File: config.mk
export PLATFORM = sky130hd
export DESIGN_NAME = dual_dac_serial_load
export DESIGN_NICKNAME = d
export VERILOG_FILES = /design/src/dual_dac_pkg.sv /design/src/dual_dac_serial_load.sv
export VERILOG_INCLUDE_DIRS = /design/src
export SDC_FILE = /design/constraint.sdc
export NUM_CORES = 1
export LEC_CHECK = 0
export ABC_AREA = 0
export BUFFER_PORTS_ARGS = -buffer_cell sky130_fd_sc_hd__buf_2
export CORE_MARGIN = 8
export CORE_UTILIZATION = 45
export DETAILED_ROUTE_END_ITERATION = 6
export MAX_ROUTING_LAYER = met4
export PLACE_DENSITY = 0.66
export SLEW_MARGIN = 20
export SYNTH_ARGS = -nofsm -noshare
export SYNTH_HDL_FRONTEND = slang
export SYNTH_HIERARCHICAL = 1
export SYNTH_SLANG_ARGS = --single-unit
export TNS_END_PERCENT = 5
File: constraint.sdc
create_clock -name clock -period 2 [get_ports clock]
set_input_delay 0.4 -clock clock [delete_from_list [all_inputs] [get_ports clock]]
set_output_delay 0.4 -clock clock [all_outputs]
set_load 0.1 [all_outputs]
File: src/dual_dac_defs.svh
`ifndef DUAL_DAC_DEFS_SVH
`define DUAL_DAC_DEFS_SVH

// command word layout
`define CMD_BITS      16
`define CMD_SEL_BIT   15
`define CMD_GAIN_BIT  13
`define CMD_ACT_BIT   12
`define CMD_CODE_MSB  11
`define CODE_BITS     12

// shift counter
`define BIT_COUNT_W   5
`define BIT_COUNT_FULL 5'h10
`define BIT_COUNT_ZERO 5'h00
`define BIT_COUNT_ONE  5'h01

// reset values of a channel latch and of the shift and word registers
`define RST_GAIN_N    1'b0
`define RST_ACTIVE    1'b0
`define RST_CODE      12'h000
`define RST_WORD      16'h0000

// buffering
`define FIFO_DEPTH    4

// synchroniser slots
`define SYNC_W        5
`define SYNC_CS       4
`define SYNC_SCK      3
`define SYNC_SDI      2
`define SYNC_LOAD     1
`define SYNC_SHUTDOWN_N     0
`define SYNC_RST      5'h1b

`endif

File: src/dual_dac_pkg.sv
`default_nettype none

package dual_dac_pkg;
  // state of one channel latch
  typedef struct packed {
    logic        gain_select_n;
    logic        active_enable;
    logic [11:0] output_code;
  } channel_cfg_t;

  // serial pins of the host link
  typedef struct packed {
    logic cs_n;
    logic sck;
    logic sdi;
  } serial_pins_t;
endpackage

`default_nettype wire

File: src/dual_dac_serial_load.sv
`timescale 1ns/100ps
`default_nettype none
`include "dual_dac_defs.svh"

// =====================================================================
// command buffer
module cmd_fifo #(
  parameter int WIDTH = `CMD_BITS,
  parameter int DEPTH = `FIFO_DEPTH
) (
  input  wire logic             clock,
  input  wire logic             reset,
  input  wire logic             in_valid,
  output logic                  in_ready,
  input  wire logic [WIDTH-1:0] in_data,
  output logic                  out_valid,
  input  wire logic             out_ready,
  output logic      [WIDTH-1:0] out_data
);
  localparam int PW = $clog2(DEPTH);

  logic [WIDTH-1:0] mem [DEPTH];
  logic [PW:0]      wr_ptr;
  logic [PW:0]      rd_ptr;
  logic [PW:0]      next_wr_ptr;
  logic [PW:0]      next_rd_ptr;
  logic             full;
  logic             empty;

  assign empty     = (wr_ptr == rd_ptr);
  assign full      = (wr_ptr[PW] != rd_ptr[PW]) && (wr_ptr[PW-1:0] == rd_ptr[PW-1:0]);
  assign in_ready  = !full;
  assign out_valid = !empty;
  assign out_data  = mem[rd_ptr[PW-1:0]];

  always_comb begin
    next_wr_ptr = wr_ptr;
    next_rd_ptr = rd_ptr;
    if (in_valid && !full) begin
      next_wr_ptr = wr_ptr + 1'b1;
    end
    if (out_ready && !empty) begin
      next_rd_ptr = rd_ptr + 1'b1;
    end
  end

  always_ff @(posedge clock) begin
    if (reset) begin
      wr_ptr <= '0;
      rd_ptr <= '0;
    end else begin
      wr_ptr <= next_wr_ptr;
      rd_ptr <= next_rd_ptr;
    end
  end

  always_ff @(posedge clock) begin
    if (in_valid && !full) begin
      mem[wr_ptr[PW-1:0]] <= in_data;
    end
  end
endmodule

// =====================================================================
// serial load logic
module dual_dac_serial_load #(
  parameter bit DUAL       = 1'b1,
  parameter int FIFO_DEPTH = `FIFO_DEPTH
) (
  input  wire logic                        clock,
  input  wire logic                        reset,
  input  wire dual_dac_pkg::serial_pins_t  serial_in,
  input  wire logic                        output_load_strobe_n,
  input  wire logic                        shutdown_n,
  output dual_dac_pkg::channel_cfg_t       channel_a,
  output dual_dac_pkg::channel_cfg_t       channel_b
);
  // no serial output exists: the link is write-only

  // =====================================================================
  // pin synchronisers
  logic [`SYNC_W-1:0] sync1;
  logic [`SYNC_W-1:0] sync2;
  logic [`SYNC_W-1:0] sync3;
  logic               cs_s;
  logic               sdi_s;
  logic               load_s;
  logic               hw_off;
  logic               sck_rise;
  logic               cs_rise;

  always_ff @(posedge clock) begin
    if (reset) begin
      sync1 <= `SYNC_RST;
      sync2 <= `SYNC_RST;
      sync3 <= `SYNC_RST;
    end else begin
      sync1 <= {serial_in.cs_n, serial_in.sck, serial_in.sdi, output_load_strobe_n, shutdown_n};
      sync2 <= sync1;
      sync3 <= sync2;
    end
  end

  assign cs_s     = sync2[`SYNC_CS];
  assign sdi_s    = sync2[`SYNC_SDI];
  assign load_s   = sync2[`SYNC_LOAD];
  assign hw_off   = !DUAL && !sync2[`SYNC_SHUTDOWN_N];
  // rising clock edge serves mode 0,0 and mode 1,1 alike
  assign sck_rise = sync2[`SYNC_SCK] && !sync3[`SYNC_SCK];
  assign cs_rise  = cs_s && !sync3[`SYNC_CS];

  // =====================================================================
  // shift register and frame check
  logic [`CMD_BITS-1:0]    shift;
  logic [`BIT_COUNT_W-1:0] count;
  logic [`CMD_BITS-1:0]    word;
  logic                    pending;
  logic [`CMD_BITS-1:0]    next_shift;
  logic [`BIT_COUNT_W-1:0] next_count;
  logic [`CMD_BITS-1:0]    next_word;
  logic                    next_pending;
  logic                    push_ready;

  always_comb begin
    next_shift   = shift;
    next_count   = count;
    next_word    = word;
    next_pending = pending;
    if (cs_s) begin
      next_count = `BIT_COUNT_ZERO;
    end else if (sck_rise && count != `BIT_COUNT_FULL) begin
      next_shift = {shift[`CMD_BITS-2:0], sdi_s};
      next_count = count + `BIT_COUNT_ONE;
    end
    if (pending && push_ready) begin
      next_pending = 1'b0;
    end
    // a frame counts only if select stayed low for all sixteen bits
    if (cs_rise && count == `BIT_COUNT_FULL) begin
      next_word    = shift;
      next_pending = 1'b1;
    end
    // shorter frames fall through without touching word or pending
  end

  always_ff @(posedge clock) begin
    if (reset) begin
      shift   <= `RST_WORD;
      count   <= `BIT_COUNT_ZERO;
      word    <= `RST_WORD;
      pending <= 1'b0;
    end else begin
      shift   <= next_shift;
      count   <= next_count;
      word    <= next_word;
      pending <= next_pending;
    end
  end

  // =====================================================================
  // command buffer between link and latches
  logic                 pop_valid;
  logic                 pop_ready;
  logic [`CMD_BITS-1:0] pop_data;
  logic                 pop;
  logic                 drain_hold;
  logic                 next_drain_hold;

  cmd_fifo #(
    .WIDTH (`CMD_BITS),
    .DEPTH (FIFO_DEPTH)
  ) u_fifo (
    .clock     (clock),
    .reset     (reset),
    .in_valid  (pending),
    .in_ready  (push_ready),
    .in_data   (word),
    .out_valid (pop_valid),
    .out_ready (pop_ready),
    .out_data  (pop_data)
  );

  // latches take at most one command every other cycle
  assign pop_ready = !drain_hold;
  assign pop       = pop_valid && pop_ready;

  always_comb begin
    next_drain_hold = pop;
  end

  always_ff @(posedge clock) begin
    if (reset) begin
      drain_hold <= 1'b0;
    end else begin
      drain_hold <= next_drain_hold;
    end
  end

  // =====================================================================
  // input and output latches
  dual_dac_pkg::channel_cfg_t in_a;
  dual_dac_pkg::channel_cfg_t in_b;
  dual_dac_pkg::channel_cfg_t next_in_a;
  dual_dac_pkg::channel_cfg_t next_in_b;
  dual_dac_pkg::channel_cfg_t next_out_a;
  dual_dac_pkg::channel_cfg_t next_out_b;
  dual_dac_pkg::channel_cfg_t cmd_cfg;
  dual_dac_pkg::channel_cfg_t rst_cfg;

  assign rst_cfg = '{`RST_GAIN_N, `RST_ACTIVE, `RST_CODE};

  // field split of the command word
  assign cmd_cfg.gain_select_n = pop_data[`CMD_GAIN_BIT];
  assign cmd_cfg.active_enable = pop_data[`CMD_ACT_BIT];
  assign cmd_cfg.output_code   = pop_data[`CMD_CODE_MSB:0];

  always_comb begin
    next_in_a  = in_a;
    next_in_b  = in_b;
    next_out_a = channel_a;
    next_out_b = channel_b;
    // writes land even while a channel is shut down, except its active bit, which stays cleared
    if (pop) begin
      if (pop_data[`CMD_SEL_BIT]) begin
        if (DUAL) begin
          next_in_b = cmd_cfg;
        end
      end else begin
        next_in_a = cmd_cfg;
      end
    end
    if (!load_s) begin
      next_out_a = in_a;
      next_out_b = in_b;
    end
    if (hw_off) begin
      next_in_a.active_enable  = 1'b0;
      next_out_a.active_enable = 1'b0;
    end
  end

  always_ff @(posedge clock) begin
    if (reset) begin
      in_a      <= rst_cfg;
      in_b      <= rst_cfg;
      channel_a <= rst_cfg;
      channel_b <= rst_cfg;
    end else begin
      in_a      <= next_in_a;
      in_b      <= next_in_b;
      channel_a <= next_out_a;
      channel_b <= next_out_b;
    end
  end
endmodule

`default_nettype wire

# --- Yosys cells after proc, flatten, opt, wreduce, memory -nomap -nowiden ---
# Memories as Yosys holds them, arrays and structs flattened. A register that Yosys moved wholly into a read port is not among the register bits.
# Cells that the tools add are included.
totals:
  out_inout_bits: 28
  ramBits: 64
  memories: 1
  word_cells: 56
  in_bits: 7
  register_bits: 116
mem_list:
  columns: ["name", "words", "word_bits", "read_ports", "rd_ports_with_merged_regs", "write_ports", "line", "text"]
  rows:
  - ["u_fifo.mem", 4, 16, 1, 1, 1, "dual_dac_serial_load.sv:22", "logic [WIDTH-1:0] mem [DEPTH];"]
op_classes:
  add_sub_neg: 3
  muxes: 6
  eq_ne: 5
  bitwise: 2
  n_reduce_logical: 17
op_table:
  columns: ["cell", "n"]
  rows:
  - ["$logic_and A1 B1 Y1", 7]
  - ["$add A3 B1 Y3 const B", 2]
  - ["$reduce_and A2 Y1", 3]
  - ["$add A5 B1 Y5 const B", 1]
  - ["$eq A5 B5 Y1 const B", 1]
  - ["$logic_not A1 Y1", 5]
  - ["$ne A5 B5 Y1 const B", 1]
  - ["$mux W1", 4]
  - ["$mux W2", 2]
  - ["$eq A3 B3 Y1", 1]
  - ["$eq A2 B2 Y1", 1]
  - ["$not A1 Y1", 2]
  - ["$reduce_bool A2 Y1", 1]
  - ["$reduce_or A2 Y1", 1]
  - ["$ne A1 B1 Y1", 1]

# --- Depth between registers and ports, before layout ---
logic_depth:
  depth_word: 6
  ltp_mapped: 9

# --- By module ---
# The synthesis kept the hierarchy.
modules_own_cells:
  columns: ["mod", "cells_each", "seq_area_each_um2", "n_inst", "area_each_um2"]
  rows:
  - ["dual_dac_serial_load", 379, 2102.0, 1, 3811.2]
  - ["cmd_fifo", 154, 2082.0, 1, 2874.0]

# --- Worst setup path before layout ---
# No wires, ideal clock.
synth_timing:
  kind: "register to register"
  from: "register u_fifo.wr_ptr[0]"
  to: "memory u_fifo/mem[3][0] (netlist name) (enable)"
  setup_slack_ns: -0.083
  arrival_time_ns: 1.689
  path_stages_with_launch: 4
  t_required_ns: 1.606
  path_cell_list: "dfxtp_1 > xor2_1 > nor2_1 > a21oi_1"
synth_between:
  elab_chain_cells: 6
synth_rtl:
  columns: ["item", "line", "text"]
  rows:
  - ["start: declaration", "dual_dac_serial_load.sv:23", "logic [PW:0] wr_ptr;"]
  - ["start signal: assignment", "dual_dac_serial_load.sv:52", "wr_ptr <= next_wr_ptr;"]
  - ["$eq A2 B2 Y1", "dual_dac_serial_load.sv:31", "assign full = (wr_ptr[PW] != rd_ptr[PW]) && (wr_ptr[PW-1:0] == rd_ptr[PW-1:0]);"]
  - ["$logic_and A1 B1 Y1", "dual_dac_serial_load.sv:31", null]
  - ["$logic_not A1 Y1", "dual_dac_serial_load.sv:58", "if (in_valid && !full) begin"]
  - ["$logic_and A1 B1 Y1", "dual_dac_serial_load.sv:58", null]
  - ["$mux W1", "dual_dac_serial_load.sv:58", null]
  - ["$mux W1 (not written as such)", "dual_dac_serial_load.sv:59", "mem[wr_ptr[PW-1:0]] <= in_data;"]
  - ["end: declaration", "dual_dac_serial_load.sv:22", null]
# Several ways; a longest one is shown, not always the timed one.

# --- Final worst setup path ---
layout_timing:
  from: "register u_fifo.wr_ptr[1]"
  to: "register in_a[0] (netlist name)"
layout_between:
  elab_chain_cells: 4
layout_rtl:
  columns: ["item", "line", "text"]
  rows:
  - ["$eq A3 B3 Y1", "dual_dac_serial_load.sv:30", "assign empty = (wr_ptr == rd_ptr);"]
  - ["$logic_not A1 Y1", "dual_dac_serial_load.sv:33", "assign out_valid = !empty;"]
  - ["net pop_valid", "dual_dac_serial_load.sv:162", "logic pop_valid;"]
  - ["$logic_and A1 B1 Y1", "dual_dac_serial_load.sv:185", "assign pop = pop_valid && pop_ready;"]
  - ["$reduce_and A2 Y1 (no line)", null, null]
  - ["end signal: assignment", "dual_dac_serial_load.sv:244", "in_a <= rst_cfg;"]
  - ["end signal: assignment", "dual_dac_serial_load.sv:249", "in_a <= next_in_a;"]
  - ["end: declaration", "dual_dac_serial_load.sv:201", "dual_dac_pkg::channel_cfg_t in_a;"]
# The timed path passes the listed nets, and every way through them passes these cells.
# A chain may end at the register's enable or synchronous reset.

==> run metrics <==
FF+latch area 4044 µm²; Ys Warns 6; slowest cell on the critical path dfxtp_1; IO buf count 33; routed wire length roughly 11000 µm; ANT cells 0; final routed DRC violation total 0; Total Power roughly 6900 µW; CP max FO 14; Detail Route Antenna Nets 0; DR WL/cell ~14 µm; clk sink count approximately 170; footprint of the multi-input gates around 2300 µm²; CTS clock-pin slew for the worst setup and hold paths ~0.06 ns; Detailed Routing Iterations Pass 1 4; die width between 100 and 150 µm; relative slew slack 51.01%; Final Hold Fails 0; Post-Route Skew around 0.0091 ns; Logic pwr share 4.4%; minimum clock period ~1.8 ns; total track usage about an eighth; I/O Pins 35; worst slew pin tran between 0.7 and 0.8 ns; CTS tree yes; die footprint roughly 19000 µm²; vias in the first global route between 3000 and 4000; CP endpoint kind register; crit-path max cell delay 0.49 ns; initial DRC count about 210; first-pass GRT wire length about 19000 µm; htree depth 4; post-synthesis cell area around 6500 µm²; grt total ovfl 0; ratio of cells with drive above 1 in the final layout between 10% and 20%; syn_nets 539; internal power around 5400 µW; maximum clock frequency approximately 550 MHz; via count slightly below 4000; clk root buf clkbuf_16; hpwl dp around 7300 µm; status completed; cts bufs inserted 17; Initial Util between 40 and 50%; NumNets Final ~580; Worst EP required ~2.3 ns; Site Rows between 40 and 50; initial antenna violation count 0; Post-CTS Setup Bufs 0; worst path cell trace xor2_2 -> nor2_1 -> nand2_1 -> buf_4 -> nor3b_1 -> buf_4 -> nand2_1 -> a21oi_1; Via-to-Cell Ratio ~5.1; Switching Fraction approximately 22%; Hold Path Class primary input to register; post-route setup slack about 0.19 ns; Max clock buf depth 2; CP Data Arrival Time approximately 2.2 ns; part of the power in registers between 50 and 60%; gpl congestion a little over 0.8; Sw Pwr between 1000 and 1500 µW; leak pwr 0.002871 µW; Max VDD drop 0.6348 mV; Mean Syn Cell Area between 10 and 15 µm²; Cell Pwr Density 930.4 nW/µm²; chip height around 140 µm; Tcrit/Tclk final 90.35%; max-cap violation count 0; synthesized instance count about 530; Pins Over Slew Limit 0; FILL cells 1248; Worst setup SP type register; Clock power frac between 40 and 50%; Worst Setup Slack post-DPL about 0.0052 ns; largest net degree at the start of global routing 62; worst skew pair latency between 0.4 and 0.5 ns; final hold slack ~0.16 ns; unrepaired setup endpoints after global routing no; crit path kind register to register; final number of setup-violating endpoints 0; Area Growth Syn to Fin 14.65%; Core ar. between 10000 and 15000 µm²
## state kept, by name, indices dropped and copies added (netlist names), 4 cells and up, named ones only
name / cells
in_b: 14
sync1: 4
count: 5
word: 15
channel_a: 14
sync2: 4
channel_b: 14
shift: 16
in_a: 14
u_fifo/mem: 60
## final timing paths
path / from / end / slack, ns / depth (start not counted)
min reg2reg: sync1[4] / sync2[4] / 0.42 / 1
max reg2reg: u_fifo/wr_ptr[1] / in_a[0] / 0.19 / 8
min: serial_in[1] / sync1[3] / 0.16 / 2
max: u_fifo/wr_ptr[1] / in_a[0] / 0.19 / 8
## power groups by stage
| stage | sequential [µW] | clock, µW | combinational, µW |
|---|---|---|---|
| after floorplan | 3730 | 0 | 227 |
| after global placement | 3730 | 0 | 303 |
| after detailed placement | 3730 | 0 | 308 |
| after CTS | 3650 | 3040 | 308 |
| after global routing | 3650 | 3210 | 336 |
| final | 3650 | 2980 | 307 |
## per-stage QoR
stage	utilization (%)	std cells	area, µm²	TNS, ns
after global placement	48.26	732	6908	0
after global routing	52.12	763	7460	0
after CTS	52.07	763	7453	0
final	52.12	763	7460	0
after detailed placement	48.26	732	6908	0
after floorplan	-	525	6513	-0.1290
## cells in the final DEF, fill, tap and decap left out, drive strengths merged, types with 2 or more instances in the layout
cell type	instances
o211ai	3
nor2b	4
ha	7
nand2b	33
dfxtp	112
and2	3
a41oi	2
xor2	3
a211o	2
o21ai	7
inv	11
or3b	2
nand3	7
a31oi	3
mux4	15
edfxtp	60
xnor2	3
buf	52
nand2	65
nor2	30
mux2i	59
clkbuf	22
clkinv	5
nor3b	6
nand4	4
a21oi	36
nand3b	3
or3	3
or2	7
## worst max-delay path, delay by kind of cell (launching register included)
kind	cells	cell delay, ns
buf+inv	2	0.36
simple gates	4	0.47
flops	1	0.49
compound gates	1	0.13
xor+xnor	1	0.27
## layout make-up
cell class,count,area share [%]
Sequential cell,172,54.21
Multi-Input combinational cell,316,30.80
Clock buffer,22,6.357
Timing Repair Buffer,52,4.294
Tap cell,184,3.086
Clock inverter,9,0.8554
Inverter,8,0.4025
## timing repair
action	in CTS	in global routing
hold buffers	0	0
resized for setup	1	4
pin swaps	0	0
setup endpoints to repair	9	56
## metal layers
metal,track usage (%),share of wire [%],vias to the layer above
met1,15.70,47,1883
met4,4.637,1.0,0
met3,4.545,5.1,13
li1,-,-,1928
met5,-,0,-
met2,19.96,47,76
Note: power is estimated with default switching activity, not from simulation.
